File: config.mk
export PLATFORM = sky130hd
export DESIGN_NAME = acm_top
export DESIGN_NICKNAME = d
export VERILOG_FILES = /design/src/acm_pkg.sv /design/src/acm_motion.sv /design/src/acm_top.sv
export SDC_FILE = /design/constraint.sdc
export NUM_CORES = 1
export LEC_CHECK = 0
export BUFFER_PORTS_ARGS = -buffer_cell sky130_fd_sc_hd__buf_2
export CELL_PAD_IN_SITES_DETAIL_PLACEMENT = 0
export CELL_PAD_IN_SITES_GLOBAL_PLACEMENT = 1
export CORE_ASPECT_RATIO = 1.2
export CORE_MARGIN = 4
export CORE_UTILIZATION = 35
export DETAILED_ROUTE_END_ITERATION = 10
export PLACE_DENSITY_LB_ADDON = 0.3
export SETUP_SLACK_MARGIN = 0.4
export SLEW_MARGIN = 20
export SYNTH_ARGS = -nofsm -noshare
export SYNTH_HDL_FRONTEND = slang
export SYNTH_HIERARCHICAL = 1
export SYNTH_SLANG_ARGS = --single-unit
File: constraint.sdc
create_clock -name clk -period 4.7 [get_ports clk]
set_clock_uncertainty 0.15 [all_clocks]
set_input_delay 0.235 -clock clk [delete_from_list [all_inputs] [get_ports clk]]
set_output_delay 0.235 -clock clk [all_outputs]
set_load 0.01 [all_outputs]
File: src/acm_pkg.sv
// acm_pkg: shared constants for the conversion mode controller.
// assumes a 200 MHz core clock and 8-bit register accesses.
package acm_pkg;

   // -------------------------------------------------------------
   // register offsets
   // -------------------------------------------------------------
   localparam logic [7:0] ACM_MAIN_CONFIG_OFS   = 8'h20;
   localparam logic [7:0] ACM_AUX_CONFIG_OFS    = 8'h22;
   localparam logic [7:0] ACM_STATUS_OFS        = 8'h27;
   localparam logic [7:0] ACM_MOTION_THR_OFS    = 8'h34;
   localparam logic [7:0] ACM_MOTION_TIMING_OFS = 8'h35;

   // -------------------------------------------------------------
   // reset values
   // -------------------------------------------------------------
   localparam logic [7:0] ACM_MAIN_CONFIG_RST   = 8'h00;
   localparam logic [7:0] ACM_AUX_CONFIG_RST    = 8'h00;
   localparam logic [7:0] ACM_MOTION_THR_RST    = 8'h00;
   localparam logic [7:0] ACM_MOTION_TIMING_RST = 8'h00;

   // -------------------------------------------------------------
   // field positions
   // -------------------------------------------------------------
   localparam int ACM_POWER_LEVEL_LSB   = 0;   // main [1:0]
   localparam int ACM_CONV_KIND_LSB     = 2;   // main [3:2]
   localparam int ACM_SOFT_TRIGGER_BIT  = 0;   // aux
   localparam int ACM_TRIGGER_SRC_BIT   = 1;   // aux
   localparam int ACM_EVENT_ROUTE_BIT   = 2;   // aux
   localparam int ACM_ACTUATION_LSB     = 6;   // aux [7:6]
   localparam int ACM_THRESHOLD_LSB     = 0;   // threshold [5:0]
   localparam int ACM_IDLE_RATE_EN_BIT  = 6;   // threshold
   localparam int ACM_SLEEP_DUR_LSB     = 0;   // timing [3:0]
   localparam int ACM_MOTIONLESS_EN_BIT = 4;   // timing
   localparam int ACM_STAT_READY_BIT    = 0;
   localparam int ACM_STAT_SLEEP_BIT    = 1;

   // -------------------------------------------------------------
   // encodings
   // -------------------------------------------------------------
   localparam logic [1:0] ACM_KIND_ONDEMAND = 2'h2;
   localparam logic [1:0] ACM_ACT_OFF       = 2'h0;
   localparam logic [1:0] ACM_ACT_NEGATIVE  = 2'h2;
   localparam int         ACM_THR_SHIFT     = 6;   // threshold lsb weight

   typedef enum logic [2:0] {
      ACM_OFF    = 3'h1,
      ACM_TURNON = 3'h2,
      ACM_STORE  = 3'h4
   } acm_conv_state_t;

   // -------------------------------------------------------------
   // timing
   // -------------------------------------------------------------
   localparam int ACM_CLK_PERIOD_PS = 5000;
   localparam int ACM_TON_PL1_NS    = 1200000;   // 1.20 ms
   localparam int ACM_TON_PL2_NS    = 1700000;   // 1.70 ms
   localparam int ACM_TON_PL3_NS    = 2300000;   // 2.30 ms
   localparam int ACM_TON_PL4_NS    = 3550000;   // 3.55 ms
   localparam int ACM_FAST_RATE_MHZ = 100000000; // 100 Hz in micro-hertz
   localparam int ACM_IDLE_RATE_MHZ = 12500000;  // 12.5 Hz in micro-hertz
   localparam int ACM_TON_PL1_CYC = ACM_TON_PL1_NS / (ACM_CLK_PERIOD_PS / 1000);
   localparam int ACM_TON_PL2_CYC = ACM_TON_PL2_NS / (ACM_CLK_PERIOD_PS / 1000);
   localparam int ACM_TON_PL3_CYC = ACM_TON_PL3_NS / (ACM_CLK_PERIOD_PS / 1000);
   localparam int ACM_TON_PL4_CYC = ACM_TON_PL4_NS / (ACM_CLK_PERIOD_PS / 1000);
   localparam int ACM_FAST_PERIOD_CYC = int'(64'd200000000000000 / ACM_FAST_RATE_MHZ);
   localparam int ACM_IDLE_PERIOD_CYC = int'(64'd200000000000000 / ACM_IDLE_RATE_MHZ);

endpackage

File: src/acm_motion.sv
// acm_motion: sleep/wake tracker on stored samples.
// assumes sample_stb pulses once per stored sample set.
`timescale 1ns/10ps
module acm_motion
   import acm_pkg::*;
(
   // clock and reset
   input  wire logic        clk,
   input  wire logic        rst,
   // samples
   input  wire logic        sample_stb,
   input  wire logic [13:0] smp_x,
   input  wire logic [13:0] smp_y,
   input  wire logic [13:0] smp_z,
   // settings
   input  wire logic        enable,
   input  wire logic [5:0]  threshold,
   input  wire logic [3:0]  duration,
   // state
   output logic             sleep_q
);
   typedef struct packed {
      logic       sleep;
      logic [3:0] quiet;
   } acm_motion_state_t;

   acm_motion_state_t s_q, s_d;
   logic [13:0]       limit;
   logic              over;

   // magnitude of a two's complement axis value
   function automatic logic [13:0] acm_mag(input logic [13:0] v);
      acm_mag = v[13] ? 14'(~v + 14'h1) : v;
   endfunction

   // any single axis above the limit counts as motion
   assign limit = 14'({threshold, 6'h00});
   assign over  = (acm_mag(smp_x) > limit) || (acm_mag(smp_y) > limit) ||
                  (acm_mag(smp_z) > limit);

   // -------------------------------------------------------------
   // next state
   // -------------------------------------------------------------
   always_comb begin
      s_d = s_q;
      if (!enable) begin
         s_d = '0;
      end else if (sample_stb) begin
         if (over) begin
            s_d.sleep = 1'b0;
            s_d.quiet = 4'h0;
         end else if (s_q.quiet >= duration) begin
            s_d.sleep = 1'b1;
         end else begin
            s_d.quiet = 4'(s_q.quiet + 4'h1);
         end
      end
   end

   // state register
   always_ff @(posedge clk or posedge rst) begin
      if (rst) begin
         s_q <= '0;
      end else begin
         s_q <= s_d;
      end
   end

   assign sleep_q = s_q.sleep;
endmodule // acm_motion

File: src/acm_top.sv
// acm_top: conversion mode controller of the accelerometer.
// assumes register accesses arrive already decoded from the serial port.
// How it works
// - continuous or single-shot style, each with four power levels.
// - kind field pattern 10 selects on-demand conversion, any power level.
// - trigger source 0 makes second event pin an input clock trigger.
// - trigger source 1 starts a conversion when host sets soft bit.
// - device clears soft bit itself when data land; ready again.
// - each on-demand sample follows the currently selected power level.
// - after storing an on-demand sample, power down until next trigger.
// - external trigger accepts any rate from zero up to maximum.
// - primary event pin shows sample ready flag or fifo status.
// - turn-on delay end raises ready, exposes data, then powers down.
// - turn-on delay 1.20, 1.70, 2.30, 3.55 ms per level.
// - actuation field 00 means self-test off, else force applied.
// - self-test output is real acceleration plus the test force.
// - idle enable drops to 12.5 Hz in sleep, wakes on event.
// - on wake the previous style and rate come back.
// - motionless detect finds sleep but changes no rate or style.
// - nonzero motion threshold enables detection and high-pass path.
// - in sleep, any axis over threshold moves to wake.
// - sample ready flag marks a fresh complete sample set.
`timescale 1ns/10ps
module acm_top
   import acm_pkg::*;
#(
   parameter int TON_PL1_CYC     = ACM_TON_PL1_CYC,
   parameter int TON_PL2_CYC     = ACM_TON_PL2_CYC,
   parameter int TON_PL3_CYC     = ACM_TON_PL3_CYC,
   parameter int TON_PL4_CYC     = ACM_TON_PL4_CYC,
   parameter int FAST_PERIOD_CYC = ACM_FAST_PERIOD_CYC,
   parameter int IDLE_PERIOD_CYC = ACM_IDLE_PERIOD_CYC,
   parameter logic [13:0] TEST_FORCE = 14'h0400
)
(
   // clock and reset
   input  wire logic        clk,
   input  wire logic        rst,
   // register access
   input  wire logic        reg_wr_en,
   input  wire logic        reg_rd_en,
   input  wire logic [7:0]  reg_addr,
   input  wire logic [7:0]  reg_wdata,
   output logic [7:0]       reg_rdata,
   // sensing chain
   input  wire logic [13:0] raw_x,
   input  wire logic [13:0] raw_y,
   input  wire logic [13:0] raw_z,
   input  wire logic        fifo_event,
   output logic             sensor_powered,
   output logic             hp_filter_en,
   output logic [1:0]       actuation_drive,
   output logic [13:0]      sample_x,
   output logic [13:0]      sample_y,
   output logic [13:0]      sample_z,
   output logic             sample_ready,
   // event pins
   output logic             primary_event_pin,
   input  wire logic        secondary_pin_in,
   output logic             secondary_pin_out,
   output logic             secondary_pin_oe,
   // motion state
   output logic             sleep_state
);
   typedef struct packed {
      acm_conv_state_t st;
      logic [7:0]      main_cfg;
      logic [7:0]      aux_cfg;
      logic [7:0]      thr_cfg;
      logic [7:0]      tim_cfg;
      logic [31:0]     ton_cnt;
      logic [31:0]     rate_cnt;
      logic [1:0]      lvl_lock;
      logic            pin_prev;
      logic            ready;
      logic [13:0]     x;
      logic [13:0]     y;
      logic [13:0]     z;
      logic [7:0]      rdata;
      logic            evt;
      logic            sec_oe;
      logic            hp_en;
      logic [1:0]      act;
   } acm_state_t;

   acm_state_t s_q, s_d;

   // -------------------------------------------------------------
   // decoded settings
   // -------------------------------------------------------------
   logic [1:0]  power_level_select;
   logic [1:0]  conversion_kind_select;
   logic        ondemand_trigger_source;
   logic        soft_trigger_bit;
   logic        event_route_fifo;
   logic [1:0]  actuation_check_field;
   logic        idle_rate_en;
   logic        motionless_en;
   logic        motion_en;
   logic        idle_rate_active;
   logic        ondemand;
   logic        ext_edge;
   logic        rate_tick;
   logic        trigger;
   logic        wr_aux;
   logic [13:0] force_term;
   logic [13:0] nx, ny, nz;
   logic        store_stb;
   logic        sleep_q;

   // field extraction
   assign power_level_select      = s_q.main_cfg[ACM_POWER_LEVEL_LSB +: 2];
   assign conversion_kind_select  = s_q.main_cfg[ACM_CONV_KIND_LSB +: 2];
   assign ondemand_trigger_source = s_q.aux_cfg[ACM_TRIGGER_SRC_BIT];
   assign soft_trigger_bit        = s_q.aux_cfg[ACM_SOFT_TRIGGER_BIT];
   assign event_route_fifo        = s_q.aux_cfg[ACM_EVENT_ROUTE_BIT];
   assign actuation_check_field   = s_q.aux_cfg[ACM_ACTUATION_LSB +: 2];
   assign idle_rate_en            = s_q.thr_cfg[ACM_IDLE_RATE_EN_BIT];
   assign motionless_en           = s_q.tim_cfg[ACM_MOTIONLESS_EN_BIT];
   assign motion_en = (s_q.thr_cfg[ACM_THRESHOLD_LSB +: 6] != 6'h00);

   // sleeping with idle rate forces the slow continuous pace; style and
   // rate settings are never rewritten, so waking restores them as-is
   assign idle_rate_active = sleep_q && idle_rate_en;
   assign ondemand = (conversion_kind_select == ACM_KIND_ONDEMAND) &&
                     !idle_rate_active;
   assign wr_aux   = reg_wr_en && (reg_addr == ACM_AUX_CONFIG_OFS);

   // pin edge: one flop of history is enough since pins are synchronous;
   // no lower rate bound; an edge during turn-on or store is not served
   assign ext_edge = secondary_pin_in && !s_q.pin_prev;

   // turn-on length for a power level
   function automatic logic [31:0] acm_ton(input logic [1:0] lvl);
      case (lvl)
         2'h0:    acm_ton = 32'(TON_PL1_CYC);
         2'h1:    acm_ton = 32'(TON_PL2_CYC);
         2'h2:    acm_ton = 32'(TON_PL3_CYC);
         default: acm_ton = 32'(TON_PL4_CYC);
      endcase
   endfunction

   // -------------------------------------------------------------
   // trigger selection
   // -------------------------------------------------------------
   // continuous pace; idle rate is slower and wins while asleep
   assign rate_tick = idle_rate_active ?
                      (s_q.rate_cnt >= 32'(IDLE_PERIOD_CYC - 1)) :
                      (s_q.rate_cnt >= 32'(FAST_PERIOD_CYC - 1));
   always_comb begin
      if (!ondemand) begin
         trigger = rate_tick;
      end else if (ondemand_trigger_source) begin
         trigger = soft_trigger_bit;
      end else begin
         trigger = ext_edge;
      end
   end

   // self-test offset; negative code subtracts the force
   always_comb begin
      if (actuation_check_field == ACM_ACT_OFF) begin
         force_term = 14'h0000;
      end else if (actuation_check_field == ACM_ACT_NEGATIVE) begin
         force_term = 14'(~TEST_FORCE + 14'h0001);
      end else begin
         force_term = TEST_FORCE;
      end
   end

   // algebraic sum of real and simulated acceleration
   assign nx = 14'(raw_x + force_term);
   assign ny = 14'(raw_y + force_term);
   assign nz = 14'(raw_z + force_term);
   assign store_stb = (s_q.st == ACM_STORE);

   // -------------------------------------------------------------
   // next state
   // -------------------------------------------------------------
   always_comb begin
      s_d          = s_q;
      s_d.pin_prev = secondary_pin_in;
      s_d.rate_cnt = (ondemand || rate_tick) ? 32'h0 : 32'(s_q.rate_cnt + 32'h1);

      // register writes
      if (reg_wr_en) begin
         case (reg_addr)
            ACM_MAIN_CONFIG_OFS:   s_d.main_cfg = reg_wdata;
            ACM_AUX_CONFIG_OFS:    s_d.aux_cfg  = reg_wdata;
            ACM_MOTION_THR_OFS:    s_d.thr_cfg  = reg_wdata;
            ACM_MOTION_TIMING_OFS: s_d.tim_cfg  = reg_wdata;
            default: ;
         endcase
      end

      // register reads; unmapped offsets return zero
      if (reg_rd_en) begin
         case (reg_addr)
            ACM_MAIN_CONFIG_OFS:   s_d.rdata = s_q.main_cfg;
            ACM_AUX_CONFIG_OFS:    s_d.rdata = s_q.aux_cfg;
            ACM_MOTION_THR_OFS:    s_d.rdata = s_q.thr_cfg;
            ACM_MOTION_TIMING_OFS: s_d.rdata = s_q.tim_cfg;
            ACM_STATUS_OFS: begin
               s_d.rdata = 8'h00;
               s_d.rdata[ACM_STAT_READY_BIT] = s_q.ready;
               s_d.rdata[ACM_STAT_SLEEP_BIT] = sleep_q;
               s_d.ready = 1'b0;   // read clears; a store below wins
            end
            default: s_d.rdata = 8'h00;
         endcase
      end

      // conversion sequencer
      case (s_q.st)
         ACM_OFF: begin
            if (trigger) begin
               s_d.st       = ACM_TURNON;
               s_d.lvl_lock = power_level_select;
               s_d.ton_cnt  = 32'(acm_ton(power_level_select) - 32'h1);
            end
         end
         ACM_TURNON: begin
            // triggers in this state are simply not looked at
            if (s_q.ton_cnt == 32'h0) begin
               s_d.st = ACM_STORE;
            end else begin
               s_d.ton_cnt = 32'(s_q.ton_cnt - 32'h1);
            end
         end
         ACM_STORE: begin
            s_d.x     = nx;
            s_d.y     = ny;
            s_d.z     = nz;
            s_d.ready = 1'b1;
            s_d.st    = ACM_OFF;
            // host setting the bit in this very cycle keeps it set
            if (!(wr_aux && reg_wdata[ACM_SOFT_TRIGGER_BIT])) begin
               s_d.aux_cfg[ACM_SOFT_TRIGGER_BIT] = 1'b0;
            end
         end
         default: s_d.st = ACM_OFF;
      endcase

      // pin and side outputs
      s_d.sec_oe = !(ondemand && !ondemand_trigger_source);
      s_d.evt    = event_route_fifo ? fifo_event : s_d.ready;
      s_d.hp_en  = motion_en;
      s_d.act    = actuation_check_field;
   end

   // state register
   always_ff @(posedge clk or posedge rst) begin
      if (rst) begin
         s_q          <= '0;
         s_q.st       <= ACM_OFF;
         s_q.main_cfg <= ACM_MAIN_CONFIG_RST;
         s_q.aux_cfg  <= ACM_AUX_CONFIG_RST;
         s_q.thr_cfg  <= ACM_MOTION_THR_RST;
         s_q.tim_cfg  <= ACM_MOTION_TIMING_RST;
         s_q.sec_oe   <= 1'b1;
      end else begin
         s_q <= s_d;
      end
   end

   // -------------------------------------------------------------
   // motion tracking
   // -------------------------------------------------------------
   // sleep detection runs for either function; only the idle-rate
   // variant feeds back into the pace, motionless detect just reports
   acm_motion u_motion (
      .clk        (clk),
      .rst        (rst),
      .sample_stb (store_stb),
      .smp_x      (nx),
      .smp_y      (ny),
      .smp_z      (nz),
      .enable     (motion_en && (idle_rate_en || motionless_en)),
      .threshold  (s_q.thr_cfg[ACM_THRESHOLD_LSB +: 6]),
      .duration   (s_q.tim_cfg[ACM_SLEEP_DUR_LSB +: 4]),
      .sleep_q    (sleep_q)
   );

   // outputs from flops; sensor_powered decodes the state, pin out is tied low
   assign reg_rdata         = s_q.rdata;
   assign sensor_powered    = (s_q.st != ACM_OFF);
   assign hp_filter_en      = s_q.hp_en;
   assign actuation_drive   = s_q.act;
   assign sample_x          = s_q.x;
   assign sample_y          = s_q.y;
   assign sample_z          = s_q.z;
   assign sample_ready      = s_q.ready;
   assign primary_event_pin = s_q.evt;
   assign secondary_pin_out = 1'b0;
   assign secondary_pin_oe  = s_q.sec_oe;
   assign sleep_state       = sleep_q;

   logic [31:0] on_len_q;
   always_ff @(posedge clk or posedge rst) begin
      if (rst) begin
         on_len_q <= 32'h0;
      end else begin
         on_len_q <= (s_q.st == ACM_TURNON) ? 32'(on_len_q + 32'h1) : 32'h0;
      end
   end
endmodule // acm_top

==> impl_metrics.yaml, run 1 <==
pwr:
  totalPowerFinal_mw: 4.22
  p_per_area_nw_per_um2: 369
  comb_power_share_pct: 27.8
  ir_drop_uv: 295
  p_clk_share_pct: 33.6
  p_int_mw: 2.78
  p_leak_nw: 4.94
  power_switching_share_pct: 34.0
  pwr-share-seq_pct: 38.6
  p_sw_mw: 1.44
global_routing:
  antenna_found_initial: 0
  use_met1_pct: 21.7
  busiest_layer: "met2"
  grt_pass1_wl_mm: 44.0
  grt_max_degree: 157
  first_global_vias: 8280
  grt_util_all_layers_pct: 17.8
  grt_overflow_total: 0
  grt_use_met3_pct: 4.02
  gr-usage-met2_pct: 31.4
timing:
  timing.fmax_mhz: 249
  period_share_pct: 85.3
  worst_pin_slew_ps: 876
  maxSlewViolCount: 0
  min_period_ps: 4010
  holdWs_ps: 98.5
  rsz0062_at_grt: "no"
  max_slew_margin_pct: 41.6
  hold_violations: 0
  setup_violations: 0
  setup_tns_ps: 0
place:
  io_buffers: 121
  place_area_sq_um: 10400
  dp_hpwl_mm: 19.1
  gp_congestion: 0.870
detailed_routing:
  vias: 8107
  drc: 0
  viasPerCell: 5.32
  wl_per_cell_um: 17.7
  ant_nets: 0
  drt_iter0_drc: 666
  drtPass1Iterations: 7
  wl_mm: 26.9
critical_path:
  cp_max_fo: 11
  cpMaxStageDelayCell: "or3_4"
  end_kind: "flip-flop"
  path_class: "flip-flop to flip-flop"
  max_stage_delay_ps: 510
  cp.required_ps: 4910
  path_cells: "nor2b_1, buf_4, ha_1, a21o_1, a21oi_1, xor2_2, o41ai_1, xnor2_1, ha_1, nor2b_1, nor3_1, o21ai_1, a21oi_1, a41oi_1, or3_4, o21ai_2"
  worstPathArrival_ps: 4220
  crit_path_start_kind: "flip-flop"
floorplan:
  core_sq_um: 27300
  die_w_um: 160
  dieArea_sq_um: 30600
  fp.dieH_um: 191
  rows: 66
  initial_core_util_pct: 35.7
  io_pins: 123
min_path:
  hp-class: "primary input to flip-flop"
logic_synthesis:
  post_synth_instance_area_sq_um: 9740
  synth_cells: 1054
  postSynth.asyncResetShare_pct: 100
  ys.warnings.count: 6
  synth_top_area_share_pct: 40.8
  synth_edf_count: 0
  ys_seq_elements: 161
  ys_types: 85
  synth_largest_area_cell: "dfrtp_1"
  synth_ff_type: "dfrtp_1"
  ys_seq_area_share_pct: 41.4
  yosys-top-cells-area: "dfrtp_1 (41%), nand2_1 (6.8%), ha_1 (5.3%), buf_4 (4.1%), mux2_2 (3.5%)"
  postSynthAreaPerCell_sq_um: 9.24
cells_and_area:
  layout_common_cells: "nand2_1 (175), dfrtp_1 (159), buf_2 (121), nor2_1 (76), inv_1 (49)"
  area.sequential_sq_um: 4030
  nFillCells: 2732
  stdcell_area_sq_um: 11400
  nets: 1278
  layout_commonest_cell: "nand2_1"
  area_growth_pct: 17.3
  drive_above_1_share_pct: 19.4
  multi_input_area_sq_um: 5030
run_status:
  outcome: "completed"
clock_network:
  clk_path_buf_depth: 2
  clk_pin_slew_worst_paths_ps: 70
  clock_sinks: 161
  cts_root_buf: "clkbuf_16"
  cts_tree: "yes"
  h-tree-depth: 4
  clk_latency_ps: 430
  numCtsBuffers: 17
job:
  drv_cap: 0
synth_stat cells, types with 4 or more instances:
| cell type | n |
|---|---|
| a211oi_1 | 8 |
| a21o_1 | 6 |
| nand2b_1 | 10 |
| a32o_1 | 10 |
| mux2i_1 | 18 |
| clkbuf_1 | 31 |
| o211ai_1 | 4 |
| o21a_1 | 9 |
| buf_4 | 53 |
| xor2_1 | 22 |
| nand4_1 | 21 |
| a21oi_1 | 34 |
| nor2_1 | 77 |
| nor3_1 | 27 |
| ha_1 | 41 |
| a31oi_1 | 10 |
| nand2_1 | 176 |
| nand3_1 | 32 |
| mux2_2 | 30 |
| nor2b_1 | 6 |
| o31ai_1 | 5 |
| and2_1 | 4 |
| nor4_1 | 10 |
| inv_1 | 50 |
| dfrtp_1 | 159 |
| o21ai_0 | 28 |
| o22ai_1 | 15 |
| or4_1 | 10 |
| o41ai_1 | 8 |
| and3_1 | 8 |
| nand4b_1 | 4 |
| o21ai_1 | 5 |
| o2111ai_1 | 4 |
| or3_1 | 11 |
| xnor2_1 | 29 |
critical path: cells and delay by family (launching register included):
kind / cells / cell delay [ps]
compound gates: 7 / 1100
simple gates: 4 / 910
xor+xnor: 2 / 590
fa+ha+maj: 2 / 580
flops: 1 / 410
buf+inv: 1 / 180
power groups by stage:
stage / clock network, mW / registers, mW / logic [mW]
3_3_place_gp: 0 / 1.65 / 1.13
2_1_floorplan: 0 / 1.61 / 0.809
6_report: 1.42 / 1.63 / 1.17
4_1_cts: 1.45 / 1.62 / 1.17
3_5_place_dp: 0 / 1.65 / 1.14
5_1_grt: 1.51 / 1.64 / 1.30
metrics by stage:
stage	setup slack, ps	util [%]	instances
after global placement	628	38.1	1449
after detailed placement	563	38.1	1449
after CTS	506	41.9	1523
final	689	41.9	1524
after floorplan	805	-	1062
after global routing	415	41.9	1523
layout make-up:
cell class | instances | area share (%)
Tap cell | 340 | 3.72
Antenna cell | 1 | 0.0219
Multi-Input combinational cell | 763 | 44.0
Timing Repair Buffer | 176 | 9.94
Sequential cell | 161 | 35.3
Clock inverter | 11 | 1.14
Clock buffer | 21 | 4.12
Inverter | 51 | 1.73
cells by family after synthesis:
kind of cell	count (synthesis)	share of synthesized area (%)
adders and majority gates	44	5.88
DFF	161	41.4
buffers and inverters	138	7.46
other	1	0.0385
xor gates and xnor gates	51	4.59
muxes	48	5.32
and+or+nand+nor	422	21.3
AOI/OAI and AO/OA	189	14.0
path summary, 6_finish.rpt:
path	startpoint	to	slack (ps)	cells after the start
max	actuation_check_field[1]$_DFFE_PP0P_	u_motion/s_q[3]$_DFFE_PP0P_	690	16
min	raw_z[10]	sample_z[10]$_DFFE_PP0P_	100	4
max reg2reg	actuation_check_field[1]$_DFFE_PP0P_	u_motion/s_q[3]$_DFFE_PP0P_	690	16
min reg2reg	actuation_check_field[1]$_DFFE_PP0P_	actuation_drive[1]$_DFF_PP0_	290	0
max in group asynchronous	rst	s_q[81]$_DFF_PP0_	3250	4
min in group asynchronous	rst	u_motion/sleep_q$_DFFE_PP0P_	170	3
metal layers:
layer  wire [um]  vias to the layer above
li1            -                     3925
met1       11500                     3973
met2       13700                      175
met3        1190                       34
met4         535                        0
met5           0                        -
what timing repair did:
item	in CTS	in global routing
gates resized for setup	0	2
hold buffers	42	0
endpoints found under the setup margin	0	5
buffers inserted	0	0
hold endpoints to repair	71	0
state kept, by name, summed over array words and instances, names as in the netlist, 4 cells and up:
register / count
sample_x: 14
sample_z: 14
u_motion/s_q: 4
s_q: 90
sample_y: 14
reg_rdata: 8
Power figures use the tool's default switching activity.
==> inputs of run 2 (changes only) <==
--- a/config.mk
+++ b/config.mk
@@ -11,8 +11,9 @@
 export CORE_ASPECT_RATIO = 1.2
 export CORE_MARGIN = 4
 export CORE_UTILIZATION = 35
+export CTS_BUF_LIST = sky130_fd_sc_hd__clkbuf_4 sky130_fd_sc_hd__clkbuf_8
 export DETAILED_ROUTE_END_ITERATION = 10
-export PLACE_DENSITY_LB_ADDON = 0.3
+export PLACE_DENSITY_LB_ADDON = 0.1
 export SETUP_SLACK_MARGIN = 0.4
 export SLEW_MARGIN = 20
 export SYNTH_ARGS = -nofsm -noshare
==> impl_metrics.yaml, run 2 (synthesis gave the netlist of run 1 again) <==
run_status:
  outcome: "completed"
timing:
  max_slew_margin_pct: 37.1
  timing.fmax_mhz: 257
  period_share_pct: 82.7
  worst_pin_slew_ps: 939
  maxSlewViolCount: 0
  hold_violations: 0
  setup_tns_ps: 0
  rsz0062_at_grt: "no"
  setup_violations: 0
  fin_ws_ps: 814
  min_period_ps: 3890
floorplan:
  die_w_um: 160
  fp.dieH_um: 191
  dieArea_sq_um: 30600
  initial_core_util_pct: 35.7
  rows: 66
  io_pins: 123
  core_sq_um: 27300
clock_network:
  h-tree-depth: 4
  clk_path_buf_depth: 2
  postCtsResizedCells: 0
  clk_pin_slew_worst_paths_ps: 100
  clk_latency_ps: 480
  cts_tree: "yes"
  numCtsBuffers: 17
  clock_sinks: 161
  cts_root_buf: "clkbuf_8"
cells_and_area:
  area_growth_pct: 15.2
  largest_register_ffs: 90
  layout_common_cells: "nand2_1 (175), dfrtp_1 (159), buf_2 (121), nor2_1 (77), inv_1 (49)"
  largest-register: "s_q"
  nFillCells: 2770
  stdcell_area_sq_um: 11200
  nets: 1283
  num_antenna_cells: 0
  layout_commonest_cell: "nand2_1"
  drive_above_1_share_pct: 19.6
critical_path:
  end_kind: "flip-flop"
  path_buf_inv: 0
  reg2reg_slack_ps: 810
  cp.required_ps: 4950
  cpMaxStageDelayCell: "or4_1"
  path_cells: "or2_2, ha_1, or4_1, o21ai_1, xnor2_1, ha_1, nand4_1, nor4_1, o2111ai_1, o41ai_2, nand4_2, or3_4, o21ai_2"
  path_delay_family: "simple AND/OR/NAND/NOR gates"
  path_class: "flip-flop to flip-flop"
  cp_max_fo: 5
  max_stage_delay_ps: 560
  worstPathArrival_ps: 4130
  crit_top_cell: "ha_1"
  crit_path_start_kind: "flip-flop"
place:
  place_ws_ps: 864
  dp_hpwl_mm: 20.2
  io_buffers: 121
  place_area_sq_um: 10400
  gp_congestion: 0.802
pwr:
  pwr-share-seq_pct: 42.7
  ir_drop_uv: 150
  p_sw_mw: 1.45
  p_int_mw: 2.36
  comb_power_share_pct: 31.0
  p_leak_nw: 4.87
  power_switching_share_pct: 38.0
  p_clk_share_pct: 26.3
  p_per_area_nw_per_um2: 339
detailed_routing:
  ant_nets: 0
  drc: 0
  vias: 8020
  wl_mm: 27.9
  viasPerCell: 5.25
  drt_iter0_drc: 343
  wl_per_cell_um: 18.2
  drtPass1Iterations: 5
global_routing:
  grt_overflow_total: 0
  grt_util_all_layers_pct: 18.5
  grt_max_degree: 123
  first_global_vias: 8172
  antenna_found_initial: 0
  grt_pass1_wl_mm: 45.2
min_path:
  hp-class: "primary input to flip-flop"
job:
  drv_cap: 0
[run 2: cell count changes in the layout (fill, tap and decap cells not counted), moves of 2 or more]
cell	previous run	this run
bufinv_16	2	0
inv_6	1	4
clkinvlp_4	5	3
buf_4	12	16
clkbuf_8	3	18
clkbuf_16	17	0
inv_8	0	4
[run 2: what timing repair did]
| item | in CTS | in global routing |
|---|---|---|
| endpoints found under the hold margin | 106 | 0 |
| hold buffers | 43 | 0 |
| setup buffers | 0 | 0 |
| setup endpoints to repair | 0 | 0 |
[run 2: final timing paths]
check | start | end | cells after the start
setup / recovery | actuation_check_field[0]$_DFFE_PP0P_ | u_motion/s_q[3]$_DFFE_PP0P_ | 13
hold / removal | raw_z[10] | sample_z[10]$_DFFE_PP0P_ | 4
setup reg to reg | actuation_check_field[0]$_DFFE_PP0P_ | u_motion/s_q[3]$_DFFE_PP0P_ | 13
hold reg to reg | actuation_check_field[1]$_DFFE_PP0P_ | actuation_drive[1]$_DFF_PP0_ | 0
max in group asynchronous | rst | s_q[94]$_DFFE_PP0P_ | 4
min in group asynchronous | rst | u_motion/sleep_q$_DFFE_PP0P_ | 3
[run 2: tightest hold or removal path, stage by stage]
cell and delay (ps):
buf_2 90, ha_1 190, nand2_1 80, nand2_1 60
[run 2: final cells by class]
class	count	area [sq um]	area share [%]
multi-input cells	763	5020	44.7
clock buffers	18	248	2.21
inverters	51	198	1.76
flip-flops and latches	161	4030	35.9
well taps	340	425	3.79
clock inverters	14	123	1.09
repair buffers	181	1180	10.5
[run 2: power by group through the flow]
| stage | Combinational, mW | Clock [mW] | Sequential, mW |
|---|---|---|---|
| 3_3_place_gp | 1.17 | 0 | 1.65 |
| 5_1_grt | 1.32 | 1.11 | 1.64 |
| 3_5_place_dp | 1.16 | 0 | 1.65 |
| 6_report | 1.18 | 1.00 | 1.62 |
| 2_1_floorplan | 0.809 | 0 | 1.61 |
| 4_1_cts | 1.19 | 1.04 | 1.62 |
[run 2: layer usage]
metal  routed length [um]  track usage [%]
met5                    0                0
met1                12000             23.2
met2                14300             32.7
met3                 1250             4.06
met4                  346             4.07
[run 2: stage by stage]
step                util, %  hold WS, ps  cells  power (mW)
finish                 41.2         55.3   1528        3.81
floorplan                 -         -136   1062        2.42
CTS                    41.2         9.75   1528        3.86
detailed placement     38.2         75.2   1453        2.81
global placement       38.2         71.2   1453        2.81
global route           41.2         48.4   1528        4.06
==> inputs of run 3 (changes only) <==
--- a/config.mk
+++ b/config.mk
@@ -5,6 +5,7 @@
 export SDC_FILE = /design/constraint.sdc
 export NUM_CORES = 1
 export LEC_CHECK = 0
+export ABC_AREA = 1
 export BUFFER_PORTS_ARGS = -buffer_cell sky130_fd_sc_hd__buf_2
 export CELL_PAD_IN_SITES_DETAIL_PLACEMENT = 0
 export CELL_PAD_IN_SITES_GLOBAL_PLACEMENT = 1
==> constraint.sdc (replaced) <==
create_clock -name clk -period 3.3 [get_ports clk]
set_clock_uncertainty 0.15 [all_clocks]
set_input_delay 0.165 -clock clk [delete_from_list [all_inputs] [get_ports clk]]
set_output_delay 0.165 -clock clk [all_outputs]
set_load 0.01 [all_outputs]
==> impl_metrics.yaml, run 3 <==
detailed_routing:
  viasPerCell: 4.71
  drc: 0
  ant_nets: 0
  drt_iter0_drc: 364
  wl_per_cell_um: 15.5
  wl_mm: 31.9
  drtPass1Iterations: 5
  vias: 9721
critical_path:
  worstPathArrival_ps: 3670
  crit_path_start_kind: "flip-flop"
  cp_max_fo: 5
  cp.required_ps: 3550
  max_stage_delay_ps: 400
  cpMaxStageDelayCell: "dfrtp_1"
  end_kind: "flip-flop"
  path_cells: "inv_2, nor2_4, buf_6, buf_12, ha_4, nand2_4, o21ai_4, xor2_4, inv_2, nor2_4, a21oi_2, xor2_1, ha_1, nand2_1, nor2_1, o21ai_1, o211ai_1, nand2_2, nand3_2, nor2_2, nand2_2, nand2_4, nand3_1, nand2_1"
  path_class: "flip-flop to flip-flop"
logic_synthesis:
  post_synth_instance_area_sq_um: 10900
  yosys-top-cells-area: "dfrtp_1 (37%), nand2_1 (16%), inv_1 (5.3%), nor2_1 (4.8%), ha_1 (4.7%)"
  synth_cells: 1491
  synth_most_common_cell: "nand2_1"
  ys_seq_area_share_pct: 37.1
  synth_top_area_share_pct: 36.6
  synthTopCellsByCount: "nand2_1 (473), dfrtp_1 (159), inv_1 (154)"
  synth_edf_count: 0
  synth_ff_type: "dfrtp_1"
  synth_largest_area_cell: "dfrtp_1"
  ys_seq_elements: 161
  ys.warnings.count: 6
  postSynthAreaPerCell_sq_um: 7.29
  postSynth.asyncResetShare_pct: 100
  ys_types: 49
floorplan:
  die_w_um: 169
  dieArea_sq_um: 33900
  rows: 70
  io_pins: 123
  initial_core_util_pct: 35.6
  core_sq_um: 30600
  fp.dieH_um: 201
clock_network:
  numCtsBuffers: 17
  clk_pin_slew_worst_paths_ps: 100
  cts_root_buf: "clkbuf_8"
  clk_path_buf_depth: 2
  clock_sinks: 161
  h-tree-depth: 4
  cts_tree: "yes"
  clk_latency_ps: 470
global_routing:
  use_met1_pct: 23.7
  grt_overflow_total: 0
  busiest_layer: "met2"
  antenna_found_initial: 1
  first_global_vias: 10024
  grt_util_all_layers_pct: 19.2
  grt_use_met3_pct: 2.93
  grt_max_degree: 43
  grt_pass1_wl_mm: 52.8
  gr-usage-met2_pct: 35.0
pwr:
  ir_drop_uv: 231
  p_leak_nw: 6.34
  p_per_area_nw_per_um2: 491
timing:
  max_slew_margin_pct: 38.2
  setup_violations: 5
  maxSlewViolCount: 0
  fin_ws_ps: -120
  timing.fmax_mhz: 292
  min_period_ps: 3420
  rsz0062_at_grt: "yes"
  worst_pin_slew_ps: 925
  period_share_pct: 104
  holdWs_ps: 57.4
  hold_violations: 0
cells_and_area:
  area_growth_pct: 19.8
  largest-register: "s_q"
  nFillCells: 3259
  layout_commonest_cell: "nand2_1"
  num_antenna_cells: 0
  layout_common_cells: "nand2_1 (464), dfrtp_1 (159), inv_1 (149), nor2_1 (128), buf_2 (121)"
  drive_above_1_share_pct: 22.0
  fin_util_pct: 42.6
  largest_register_ffs: 90
  nets: 1765
run_status:
  violations: "setup timing"
  outcome: "finished, violations left"
job:
  drv_cap: 0
place:
  dp_hpwl_mm: 24.7
  gp_congestion: 0.878
  io_buffers: 121
min_path:
  hp-class: "primary input to flip-flop"
[run 3: cell count changes in the layout (fill, tap and decap cells not counted), sizes merged, moves of 18 or more]
cell / previous run / this run
inv: 58 / 179
o21ai: 35 / 78
buf: 138 / 174
nor2: 77 / 172
nand2: 176 / 506
mux2i: 18 / 0
nand3: 32 / 105
mux2: 30 / 1
[run 3: through the flow]
step / power (mW) / setup TNS, ps / setup WS, ps / cells / area, sq um
after floorplan: 4.19 / 0 / 57.4 / 1499 / 11000
after global placement: 4.87 / -416 / -106 / 1974 / 11900
after detailed placement: 4.87 / -874 / -200 / 1974 / 11900
after CTS: 6.45 / -613 / -148 / 2061 / 12900
after global routing: 6.86 / -1660 / -347 / 2066 / 13000
final: 6.39 / -550 / -120 / 2066 / 13000
[run 3: power breakdown]
| group | switching (mW) | internal (mW) | total, mW |
|---|---|---|---|
| combinational | 1.75 | 0.889 | 2.64 |
| clock | 0.880 | 0.580 | 1.46 |
| sequential | 0.147 | 2.14 | 2.29 |
| total | 2.78 | 3.61 | 6.39 |
[run 3: metal layers]
| metal | wire, um | share of wire (%) |
|---|---|---|
| met5 | 7 | 0.022 |
| met4 | 591 | 1.9 |
| met3 | 830 | 2.6 |
| met2 | 16700 | 52 |
| met1 | 13800 | 43 |
[run 3: path summary, 6_finish.rpt]
check	startpoint	end	slack (ps)	cells after the start
max in group asynchronous	rst	event_route_fifo$_DFFE_PP0P_	1890	4
worst max register to register	actuation_check_field[1]$_DFFE_PP0P_	u_motion/s_q[0]$_DFFE_PP0P_	-120	24
worst min-delay path	raw_z[10]	sample_z[10]$_DFFE_PP0P_	60	4
worst min register to register	s_q[59]$_DFF_PP0_	s_q[59]$_DFF_PP0_	310	1
worst max-delay path	actuation_check_field[1]$_DFFE_PP0P_	u_motion/s_q[0]$_DFFE_PP0P_	-120	24
min in group asynchronous	rst	s_q[126]$_DFFE_PP0P_	300	3
[run 3: kinds of logic after synthesis]
| group | count (synthesis) | share of synthesized area (%) |
|---|---|---|
| other cells | 1 | 0.0345 |
| fa+ha+maj | 44 | 5.27 |
| simple gates | 860 | 35.8 |
| mux | 1 | 0.104 |
| flops | 161 | 37.1 |
| xor+xnor | 46 | 3.71 |
| compound gates | 121 | 6.57 |
| buf+inv | 257 | 11.4 |
[run 3: area by class of cell]
class | count | area [sq um] | area share (%)
repair buffers | 221 | 1540 | 11.8
clock buffers | 19 | 255 | 1.96
well taps | 396 | 495 | 3.81
clock inverters | 13 | 119 | 0.913
inverters | 175 | 666 | 5.11
multi-input cells | 1081 | 5920 | 45.5
flip-flops and latches | 161 | 4030 | 31.0
[run 3: what timing repair did]
| action | 4_1_cts | 5_1_grt |
|---|---|---|
| pin swaps | 5 | 41 |
| endpoints found under the hold margin | 113 | 0 |
| hold buffers | 47 | 0 |
| gates resized for setup | 14 | 32 |
| buffers inserted | 8 | 5 |
| endpoints found under the setup margin | 5 | 5 |
[run 3: worst max-delay path: cells and delay by family, from the launching register on]
kind            cells  cell delay [ps]
compound gates      4              410
buf+inv             4              420
simple gates       12             1020
xor+xnor            2              390
fa+ha+maj           2              590
flops               1              400
